===== src/rtl/dram_ctl_pkg.sv =====
package dram_ctl_pkg;

  localparam int ROW_W         = 6;
  localparam int COL_W         = 6;
  localparam int ADDR_W        = ROW_W + COL_W;
  localparam int ROW_COUNT     = 64;
  localparam int INIT_REFRESH  = 8;
  localparam int SYNC_STAGES   = 2;
  localparam int CNT_W         = 9;
  localparam int TMR_W         = 11;
  localparam int INIT_W        = 4;

  // times in ns as the part states them; the clock period is 25 ns
  localparam int CLK_PERIOD_NS = 25;
  localparam int T_RCD_NS      = 50;
  localparam int T_CAC_NS      = 165;
  localparam int T_RAS_NS      = 250;
  localparam int T_RAS_MAX_NS  = 10000;
  localparam int T_RP_NS       = 150;
  localparam int T_CP_NS       = 110;
  localparam int T_REFRESH_NS  = 2000000;

  // least times round up, longest times round down
  localparam int RCD_CYC     = (T_RCD_NS + CLK_PERIOD_NS - 1) / CLK_PERIOD_NS;
  localparam int CAC_CYC     = (T_CAC_NS + CLK_PERIOD_NS - 1) / CLK_PERIOD_NS;
  localparam int RAS_CYC     = (T_RAS_NS + CLK_PERIOD_NS - 1) / CLK_PERIOD_NS;
  localparam int RP_CYC      = (T_RP_NS + CLK_PERIOD_NS - 1) / CLK_PERIOD_NS;
  localparam int CP_CYC      = (T_CP_NS + CLK_PERIOD_NS - 1) / CLK_PERIOD_NS;
  localparam int RAS_MAX_CYC = T_RAS_MAX_NS / CLK_PERIOD_NS;
  // a tick can wait behind a whole open page, so pace each row early enough
  // that the late refresh still lands inside the interval
  localparam int REF_CYC     = (T_REFRESH_NS / CLK_PERIOD_NS - RAS_MAX_CYC -
                                RP_CYC - RAS_CYC - 2) / ROW_COUNT;
  localparam int ACC_CYC     = (CAC_CYC + SYNC_STAGES > RAS_CYC) ?
                               CAC_CYC + SYNC_STAGES : RAS_CYC;
  localparam int PAGE_LIMIT  = RAS_MAX_CYC - ACC_CYC - CP_CYC - 2;

  typedef enum logic [7:0] {
    S_IDLE = 8'h01,
    S_ROW  = 8'h02,
    S_RCD  = 8'h04,
    S_CAS  = 8'h08,
    S_ACC  = 8'h10,
    S_PAGE = 8'h20,
    S_PRE  = 8'h40,
    S_REF  = 8'h80
  } state_t;

  typedef struct packed {
    logic              write;
    logic              sel;
    logic [ADDR_W-1:0] addr;
    logic              wdata;
  } req_t;

  typedef struct packed {
    logic             ras_n;
    logic             cas_n;
    logic             write_n;
    logic             cs_n;
    logic [ROW_W-1:0] addr;
    logic             din;
  } pins_t;

  localparam pins_t PINS_IDLE = '{ras_n: 1'b1, cas_n: 1'b1, write_n: 1'b1,
                                  cs_n: 1'b1, addr: '0, din: 1'b0};

endpackage


===== src/rtl/bit_sync.sv =====
`timescale 1ns/10ps
module bit_sync #(
  parameter int STAGES = 2
) (
  input  wire logic core_clk_in,
  input  wire logic rst_n_in,
  input  wire logic bit_in,
  output logic      bit_out
);
  logic [STAGES-1:0] chain_reg;

  if (STAGES < 2) begin : g_chk
    $error("bit_sync needs at least two stages");
  end

  always_ff @(posedge core_clk_in) begin
    if (!rst_n_in) begin
      chain_reg <= '0;
    end else begin
      chain_reg <= {chain_reg[STAGES-2:0], bit_in};
    end
  end

  assign bit_out = chain_reg[STAGES-1];
endmodule // bit_sync


===== src/rtl/dram_host_ctl.sv =====
`timescale 1ns/10ps
// Summary of operation
// cas fall forces device output open
// selected read drives stored bit after access
// early write echoes written bit on output
// driven output holds until next cas fall
// cas without ras leaves output open
// deselected cycle keeps output open
// deselected cycle ignores write
// ras-only refresh keeps output, may drift
// first cas cycle restores output
// every row cycled within 2 ms
// any ras cycle refreshes its row
// refresh cycles keep chip deselected
// cas without ras means unselected
// refresh holds cas high or deselects
// cas goes to chip every cycle
// page mode holds ras, new columns
// chip select judged per page cycle
// eight refresh cycles before first access
// ras latches row, cas column and select
// data in captured at later strobe
// six-bit refresh row counter wraps
module dram_host_ctl
  import dram_ctl_pkg::*;
#(
  parameter int INIT_CYCLES = INIT_REFRESH
) (
  input  wire logic  core_clk_in,
  input  wire logic  rst_n_in,
  input  wire logic  req_valid_in,
  input  wire req_t  req_in,
  input  wire logic  page_en_in,
  input  wire logic  dout_in,
  output logic       req_ack_out,
  output logic       done_out,
  output logic       rdata_out,
  output logic       init_done_out,
  output pins_t      pins_out
);

  if (INIT_CYCLES < 1 || INIT_CYCLES >= (1 << INIT_W)) begin : g_chk
    $error("INIT_CYCLES out of range");
  end

  typedef struct packed {
    state_t            state;
    logic [CNT_W-1:0]  cnt;
    logic [CNT_W-1:0]  page_cnt;
    logic [TMR_W-1:0]  ref_timer;
    logic              ref_pending;
    logic              is_ref;
    logic [ROW_W-1:0]  ref_row;
    logic [ROW_W-1:0]  open_row;
    logic [INIT_W-1:0] init_cnt;
    logic              init_done;
    req_t              req;
    logic              ack;
    logic              done;
    logic              rdata;
    pins_t             pins;
  } ctl_t;

  ctl_t r_reg;
  ctl_t r_next;
  logic dout_sync;

  // device output is unclocked to us, so it is synchronised first
  bit_sync #(
    .STAGES (SYNC_STAGES)
  ) bit_sync_inst (
    .core_clk_in (core_clk_in),
    .rst_n_in    (rst_n_in),
    .bit_in      (dout_in),
    .bit_out     (dout_sync)
  );

  logic row_hit;
  assign row_hit = (req_in.addr[ADDR_W-1:COL_W] == r_reg.open_row);

  always_comb begin
    r_next      = r_reg;
    r_next.ack  = 1'b0;
    r_next.done = 1'b0;
    r_next.cnt  = r_reg.cnt + 9'h1;
    if (r_reg.pins.ras_n) begin
      r_next.page_cnt = '0;
    end else begin
      r_next.page_cnt = r_reg.page_cnt + 9'h1;
    end

    // refresh pacing; a tick in the same cycle as a clear wins
    if (r_reg.ref_timer == TMR_W'(REF_CYC - 1)) begin
      r_next.ref_timer   = '0;
      r_next.ref_pending = 1'b1;
    end else begin
      r_next.ref_timer = r_reg.ref_timer + 11'h1;
    end

    unique case (r_reg.state)
      S_IDLE: begin
        r_next.pins = PINS_IDLE;
        r_next.cnt  = '0;
        if (r_reg.ref_pending || !r_reg.init_done) begin
          r_next.is_ref    = 1'b1;
          r_next.pins.addr = r_reg.ref_row;
          r_next.state     = S_ROW;
          if (r_next.ref_timer != '0) begin
            r_next.ref_pending = 1'b0;
          end
        end else if (req_valid_in) begin
          r_next.is_ref    = 1'b0;
          r_next.req       = req_in;
          r_next.ack       = 1'b1;
          r_next.open_row  = req_in.addr[ADDR_W-1:COL_W];
          r_next.pins.addr = req_in.addr[ADDR_W-1:COL_W];
          r_next.state     = S_ROW;
        end
      end
      S_ROW: begin
        // row address already stable for one cycle before the fall
        r_next.pins.ras_n = 1'b0;
        r_next.cnt        = '0;
        r_next.state      = r_reg.is_ref ? S_REF : S_RCD;
      end
      S_REF: begin
        // ras-only: cas and select stay high, no output contention
        r_next.pins.cas_n = 1'b1;
        r_next.pins.cs_n  = 1'b1;
        if (r_reg.cnt == CNT_W'(RAS_CYC - 1)) begin
          r_next.pins.ras_n = 1'b1;
          r_next.ref_row    = r_reg.ref_row + 6'h1;
          if (!r_reg.init_done) begin
            r_next.init_cnt = r_reg.init_cnt + 4'h1;
            r_next.init_done =
              (r_reg.init_cnt == INIT_W'(INIT_CYCLES - 1));
          end
          r_next.cnt   = '0;
          r_next.state = S_PRE;
        end
      end
      S_RCD: begin
        if (r_reg.cnt == CNT_W'(RCD_CYC - 1)) begin
          r_next.pins.addr    = r_reg.req.addr[COL_W-1:0];
          r_next.pins.cs_n    = !r_reg.req.sel;
          // early write: write low and data set before cas falls
          r_next.pins.write_n = !r_reg.req.write;
          r_next.pins.din     = r_reg.req.wdata;
          r_next.state        = S_CAS;
        end
      end
      S_CAS: begin
        r_next.pins.cas_n = 1'b0;
        r_next.cnt        = '0;
        r_next.state      = S_ACC;
      end
      S_ACC: begin
        if (r_reg.cnt == CNT_W'(ACC_CYC - 1)) begin
          // output stays driven past cas rise, sample before release
          r_next.rdata        = r_reg.req.write ? r_reg.req.wdata
                                                : dout_sync;
          r_next.done         = 1'b1;
          r_next.pins.cas_n   = 1'b1;
          r_next.pins.write_n = 1'b1;
          r_next.cnt          = '0;
          r_next.state        = S_PAGE;
        end
      end
      S_PAGE: begin
        if (r_reg.cnt >= CNT_W'(CP_CYC - 1)) begin
          r_next.cnt = r_reg.cnt;
          if (r_reg.ref_pending || !page_en_in ||
              r_reg.page_cnt >= CNT_W'(PAGE_LIMIT) ||
              (req_valid_in && !row_hit)) begin
            r_next.pins.ras_n = 1'b1;
            r_next.cnt        = '0;
            r_next.state      = S_PRE;
          end else if (req_valid_in) begin
            // same row: new column only, ras stays low
            r_next.req          = req_in;
            r_next.ack          = 1'b1;
            r_next.pins.addr    = req_in.addr[COL_W-1:0];
            r_next.pins.cs_n    = !req_in.sel;
            r_next.pins.write_n = !req_in.write;
            r_next.pins.din     = req_in.wdata;
            r_next.state        = S_CAS;
          end
        end
      end
      S_PRE: begin
        if (r_reg.cnt == CNT_W'(RP_CYC - 1)) begin
          r_next.state = S_IDLE;
        end
      end
      default: begin
        r_next.pins  = PINS_IDLE;
        r_next.state = S_IDLE;
      end
    endcase
  end

  always_ff @(posedge core_clk_in) begin
    if (!rst_n_in) begin
      r_reg       <= '0;
      r_reg.state <= S_IDLE;
      r_reg.pins  <= PINS_IDLE;
    end else begin
      r_reg <= r_next;
    end
  end

  assign req_ack_out   = r_reg.ack;
  assign done_out      = r_reg.done;
  assign rdata_out     = r_reg.rdata;
  assign init_done_out = r_reg.init_done;
  assign pins_out      = r_reg.pins;

  // helper: cycles since the last refresh row was closed
  logic [TMR_W+1:0] gap_reg;
  always_ff @(posedge core_clk_in) begin
    if (!rst_n_in || r_reg.state == S_REF) begin
      gap_reg <= '0;
    end else begin
      gap_reg <= gap_reg + 13'h1;
    end
  end

  localparam int GAP_MAX = REF_CYC + RAS_MAX_CYC + RP_CYC + RAS_CYC + 8;

  ref_gap_a: assert property (
    @(posedge core_clk_in) disable iff (!rst_n_in)
    gap_reg <= GAP_MAX)
    else $error("refresh interval exceeded");

  ref_strobes_a: assert property (
    @(posedge core_clk_in) disable iff (!rst_n_in)
    r_reg.state == S_REF |-> r_reg.pins.cas_n && !r_reg.pins.ras_n)
    else $error("cas active during refresh");

  ref_deselect_a: assert property (
    @(posedge core_clk_in) disable iff (!rst_n_in)
    r_reg.state == S_REF |-> r_reg.pins.cs_n && r_reg.pins.write_n)
    else $error("chip selected during refresh");

  row_stable_a: assert property (
    @(posedge core_clk_in) disable iff (!rst_n_in)
    $fell(r_reg.pins.ras_n) |-> $stable(r_reg.pins.addr))
    else $error("row address moved at ras fall");

  cas_with_ras_a: assert property (
    @(posedge core_clk_in) disable iff (!rst_n_in)
    $fell(r_reg.pins.cas_n) |-> !r_reg.pins.ras_n && !$past(r_reg.pins.ras_n))
    else $error("cas fell without ras held low");

  select_setup_a: assert property (
    @(posedge core_clk_in) disable iff (!rst_n_in)
    $fell(r_reg.pins.cas_n) |->
      $stable(r_reg.pins.cs_n) && $stable(r_reg.pins.addr) &&
      $stable(r_reg.pins.din) && $stable(r_reg.pins.write_n))
    else $error("column inputs moved at cas fall");

  data_hold_a: assert property (
    @(posedge core_clk_in) disable iff (!rst_n_in)
    !r_reg.pins.cas_n && !r_reg.pins.write_n |=> $stable(r_reg.pins.din))
    else $error("data in changed during write strobe");

  row_step_a: assert property (
    @(posedge core_clk_in) disable iff (!rst_n_in)
    r_reg.state == S_REF && r_next.state == S_PRE |=>
      r_reg.ref_row == $past(r_reg.ref_row) + 6'h1)
    else $error("refresh row did not advance");

  init_first_a: assert property (
    @(posedge core_clk_in) disable iff (!rst_n_in)
    r_reg.ack |-> r_reg.init_done && r_reg.init_cnt == INIT_W'(INIT_CYCLES))
    else $error("access before power-up refreshes");

endmodule // dram_host_ctl


===== config.mk =====
export PLATFORM = sky130hd
export DESIGN_NAME = dram_host_ctl
export DESIGN_NICKNAME = d
export VERILOG_FILES = /design/src/rtl/dram_ctl_pkg.sv /design/src/rtl/bit_sync.sv /design/src/rtl/dram_host_ctl.sv
export SDC_FILE = /design/constraint.sdc
export NUM_CORES = 1
export LEC_CHECK = 0
export BUFFER_PORTS_ARGS = -buffer_cell sky130_fd_sc_hd__buf_2
export CAP_MARGIN = 15
export CORE_MARGIN = 1.5
export CORE_UTILIZATION = 50
export CTS_CLUSTER_SIZE = 16
export DETAILED_ROUTE_END_ITERATION = 6
export PLACE_DENSITY = 0.71
export SYNTH_ARGS = -nofsm -noshare
export SYNTH_HDL_FRONTEND = slang
export SYNTH_SLANG_ARGS = --single-unit

===== constraint.sdc =====
create_clock -name core_clk_in -period 2.3 [get_ports core_clk_in]
set_input_delay 0.46 -clock core_clk_in [delete_from_list [all_inputs] [get_ports core_clk_in]]
set_output_delay 0.46 -clock core_clk_in [all_outputs]
set_load 0.05 [all_outputs]

# --- After elaboration in Yosys (flattened, before gate mapping) ---
# Index checks and enable logic that the tools add are counted.
word_totals:
  regBits: 87
  input_bits: 20
  output_inout_bits: 15
op_classes:
  addsub: 5
  magnitude_cmp: 2
  eq_ne: 26
  n_mux: 43
  bitwise: 8
  reduce_logical: 35
ops:
  columns: ["cell", "n"]
  rows:
  - ["$mux 16", 4]
  - ["$pmux 8 s8", 1]
  - ["$mux 8", 7]
  - ["$mux 17", 3]
  - ["$mux 9", 5]
  - ["$pmux 9 s4", 1]
  - ["$pmux 16 s2", 1]
  - ["$pmux 7 s4", 1]
  - ["$add 9x1->9 const B", 2]
  - ["$ne 2x2->1 const B", 9]
  - ["$reduce_or 4->1", 4]
  - ["$mux 6", 2]
  - ["$add 11x1->11 const B", 1]
  - ["$eq 11x11->1 const B", 1]
  - ["$mux 11", 1]
  - ["$reduce_bool 11->1", 1]
  - ["$mux 1", 10]
  - ["$reduce_and 2->1", 5]
  - ["$reduce_and 5->1", 2]
  - ["$eq 9x1->1 const B", 1]
  - ["$eq 9x3->1 const B", 1]
  - ["$eq 9x4->1 const B", 1]
  - ["$ge 9x3->1 const B", 1]
  - ["$ge 9x9->1 const B", 1]
  - ["28 further kinds", 53]

# --- Longest topological paths before layout ---
logic_depth:
  depth_word: 7
  ltp_mapped: 10
  mapped_depth_nobuf: 8

# --- Cells and area by module ---
# A second synthesis with hierarchy kept.
unflattened:
  hier_cells: 460
  area_unflattened_um2: 4152.7
modules_own_cells:
  columns: ["mod", "n_inst", "cells_each", "area_each_um2", "seq_area_each_um2"]
  rows:
  - ["dram_host_ctl", 1, 456, 4100.2, 1581.5]
  - ["bit_sync", 1, 4, 52.6, 40.0]

# --- Worst setup path after synthesis ---
# OpenSTA, ideal clock, no wires.
synth_path:
  kind: "reg-to-reg"
  start: "register r_reg[77] (netlist name)"
  end: "register r_reg, in the netlist pins_out[1]"
  setup_time_ns: 0.088
  t_arrival_ns: 2.404
  setup_slack_ns: -0.192
  stages_incl_launch_ff: 11
  path_buffers: 4
  synth_period_minus_slack_ns: 2.492
  path_cell_list: "dfxtp_1 > buf_6 > or4_4 > buf_6 > or4_4 > a21o_1 > and3_4 > buf_6 > and2_4 > buf_6 > a311oi_2"
synth_between:
  elab_chain_cells: 4
  word_cells_on_any_way: 16
  classes_between: "eq/ne: 12; mux: 1; bitwise: 1; reduce/logical: 2"
synth_rtl:
  columns: ["item", "line_no", "source"]
  rows:
  - ["from (decl)", "dram_host_ctl.sv:64", "ctl_t r_reg;"]
  - ["from (signal assigned)", "dram_host_ctl.sv:208", "r_reg <= r_next;"]
  - ["$eq 8x8->1, or another cell as far along", "dram_host_ctl.sv:100", "unique case (r_reg.state)"]
  - ["$reduce_or 5->1 (no source line)", null, null]
  - ["$not 1->1 (no source line)", null, null]
  - ["$reduce_and 5->1 (no source line)", null, null]
# Parallel ways exist; a longest one is shown, timed or not.
# A chain may end at the register's enable or synchronous reset.

# --- Worst setup path after layout ---
layout_path:
  start: "register r_reg[84] (netlist name)"
  end: "register r_reg, in the netlist pins_out[6]"
# Same word-level chain as after synthesis.

==> flow_summary.ini <==
[worst_setup_path]
rr_worst_depth = 6
critPathLaunch = r_reg[84]
critPathKind = register to register
endpoint = pins_out[6]
crit_slowest_cell = or4_4
cp.required_ps = 2570
reg2reg_to = pins_out[6]
reg2reg_slack_ps = -3
crit_path_end_kind = register
critPathTopFamily = simple AND/OR/NAND/NOR gates
worstPathMaxFanout = 7
cp-start-kind = register
cp_num_cells = 6
path_cells = or4_4 -> or4_4 -> a21o_1 -> and3_4 -> and2_4 -> a311oi_2
cp_common_cell = or4_4
cpPeakStageDelay_ps = 540
r2r-start = r_reg[84]
cp_data_arrival_time_ps = 2580
crit_buf_inv = 0

[run]
maxCapViolCount = 0

[timing]
clock_skew_ps = 12.48
rsz0062_at_grt = yes
worst_pin_slew_ps = 411.9
finalSetupTns_ps = -2.964
finalHoldWorstSlack_ps = 305.6
layout_setup_ws_ps = -2.964
slew_headroom_pct = 72.54
finalCriticalPeriod_ps = 2303
hold_viol_final = 0
max_freq_mhz = 434.2
final-setup-viol-count = 1
maxSlewViolCount = 0
period_share_pct = 100.1

[place]
pre_cts_slack_ps = 13.61
place_area_mm2 = 0.004588
portBuffers = 34
dpl.hpwl_mm = 7.184
gp_congestion = 0.9452
dpl.cell_count = 640

[power]
p_clk_share_pct = 35.1
p_per_area_mw_per_mm2 = 751.6
power.total_mw = 3.700
p_int_mw = 2.569
pwr-share-comb_pct = 23.6
switching_share_pct = 30.57
p_seq_share_pct = 41.3
p_leak_nw = 1.937
peakVddDrop_mv = 0.4503
power_switching_mw = 1.131

[synthesis]
synthFlopType = dfxtp_1
yosys.area.top_type = dfxtp_1
ys_seq_elements = 81
synth-edff-count = 0
syn_area_mm2 = 0.004223
ys_seq_area_share_pct = 38.40
syn_nets = 532
synthCells = 504
synth-warning-count = 0
synth.distinct_cells = 59
async_reset_ff_share_pct = 0
avgSynthCellArea_um2 = 8.379
synth_top_area_share_pct = 38.40
synth.area.top_cells = dfxtp_1 38%, nand2_1 5.2%, nor2_1 5.0%

[detailed_routing]
drcViolationCount = 0
via_count = 3701
routed_wl_mm = 10.05
final_antenna_net_count = 0
drt_iter0_markers = 200
firstDrtPassIters = 6
avgRoutedWirePerCell_um = 15.18
drt-vias-per-instance = 5.591

[clock_network]
cts_inserted_buffers = 9
clkSlewWorstSetupHoldPaths_ps = 100
cts_root_buffer = clkbuf_8
clock_sinks = 81
clockBufferDepth = 2
htree_levels = 3
worstSkewPairLatency_ps = 360
cts_tree = yes

[layout]
finalNonFillerCells = 662
nNetsFinal = 580
n_antenna_cell = 0
area_growth_pct = 16.59
multi_input_area_mm2 = 0.002377
finish.utilization_pct = 59.92
final_common_cell = dfxtp_1
final_cell_mix = 79 x dfxtp_1, 59 x nand2_1, 54 x nor2_1
largest_register_ffs = 64
final-seq-area_mm2 = 0.001624
drive_gt1_share_pct = 21.90
stdcell_area_mm2 = 0.004923
num-fill-cells = 736

[floorplanning]
die_x_um = 94.90
die_area_mm2 = 0.009006
start_util_pct = 51.39
boundaryPins = 35
die_height_um = 94.90
core_area_mm2 = 0.008217
fp-row-count = 33

[outcome]
violations = negative setup slack
status = finished with violations

[global_route]
grt_first_pass_wirelength_mm = 15.77
first_global_vias = 3296
antenna_found_initial = 0
grt_use_total_pct = 22.67
overflow = 0
grt_start_max_net_pins = 33

[min_path]
min_path_type = input pin to register
min_delay_path_depth = 2
## area by class of cell
cell class | count | area share, %
Tap cell | 105 | 2.668
Clock buffer | 9 | 2.516
Clock inverter | 7 | 2.541
Inverter | 11 | 0.8386
Multi-Input combinational cell | 371 | 48.28
Timing Repair Buffer | 78 | 10.17
Sequential cell | 81 | 32.99
## worst register-to-register path, stage by stage (launching register included)
cell and delay [ps]:
dfxtp_2 350, or4_4 520, or4_4 540, a21o_1 190, and3_4 180, and2_4 180, a311oi_2 250
## metal layers
metal	share of wire (%)	up-vias	GRT usage, %
met3	5.4	14	3.704
li1	-	1870	-
met1	46	1715	30.85
met5	0	-	0
met2	47	102	36.19
met4	1.3	0	7.836
## cell usage after synthesis, types with 4 or more instances
cell      instances
and2_1            6
o21ai_0          17
a311oi_2          6
nand4_1          15
or3_1             5
a21oi_1          35
a31oi_1           4
dfxtp_1          81
inv_1            11
ha_1              8
buf_6             4
nor4_1            5
clkbuf_1         23
buf_4            11
mux2i_1          15
xnor2_1          13
o31ai_1           5
xor2_1           23
nand2b_1         10
a211oi_1          4
or4_1             4
nand3_1          15
and3_1            6
a22o_1            4
nor2_1           56
nand2_1          59
nor3_1            7
## cells by family (layout without fill, tap and decap cells)
| logic type | after synthesis | after routing | synth area share (%) |
|---|---|---|---|
| DFF | 81 | 81 | 38.40 |
| adders and majority gates | 8 | 8 | 2.370 |
| xor gates and xnor gates | 36 | 36 | 7.467 |
| AOI/OAI and AO/OA | 101 | 101 | 16.50 |
| muxes | 16 | 16 | 3.822 |
| and+or+nand+nor | 210 | 210 | 25.04 |
| buffers and inverters | 52 | 105 | 6.400 |
## power by group through the flow
stage / Combinational, mW / Sequential (mW) / Clock (mW)
final: 0.874 / 1.53 / 1.30
after global routing: 0.945 / 1.54 / 1.38
after global placement: 0.810 / 1.55 / 0
after detailed placement: 0.827 / 1.55 / 0
after CTS: 0.833 / 1.52 / 1.31
after floorplan: 0.636 / 1.52 / 0
## what timing repair did
action / 4_1_cts / 5_1_grt
hold buffers: 0 / 0
buffers inserted: 1 / 5
pin swaps: 0 / 5
resized for setup: 0 / 11
setup endpoints to repair: 1 / 31
endpoints found under the hold margin: 0 / 0
## worst min path at each step
stage | slack [ps] | start | to
floorplan | 410 | bit_sync_inst.chain_reg[0] | bit_sync_inst.chain_reg[1]
global placement | 430 | bit_sync_inst.chain_reg[0] | bit_sync_inst.chain_reg[1]
detailed placement | 420 | bit_sync_inst.chain_reg[0] | bit_sync_inst.chain_reg[1]
CTS | 300 | dout_in | bit_sync_inst.chain_reg[0]
global route | 300 | dout_in | bit_sync_inst.chain_reg[0]
finish | 310 | dout_in | bit_sync_inst.chain_reg[0]
No activity file was read; power rests on OpenSTA's default activity.
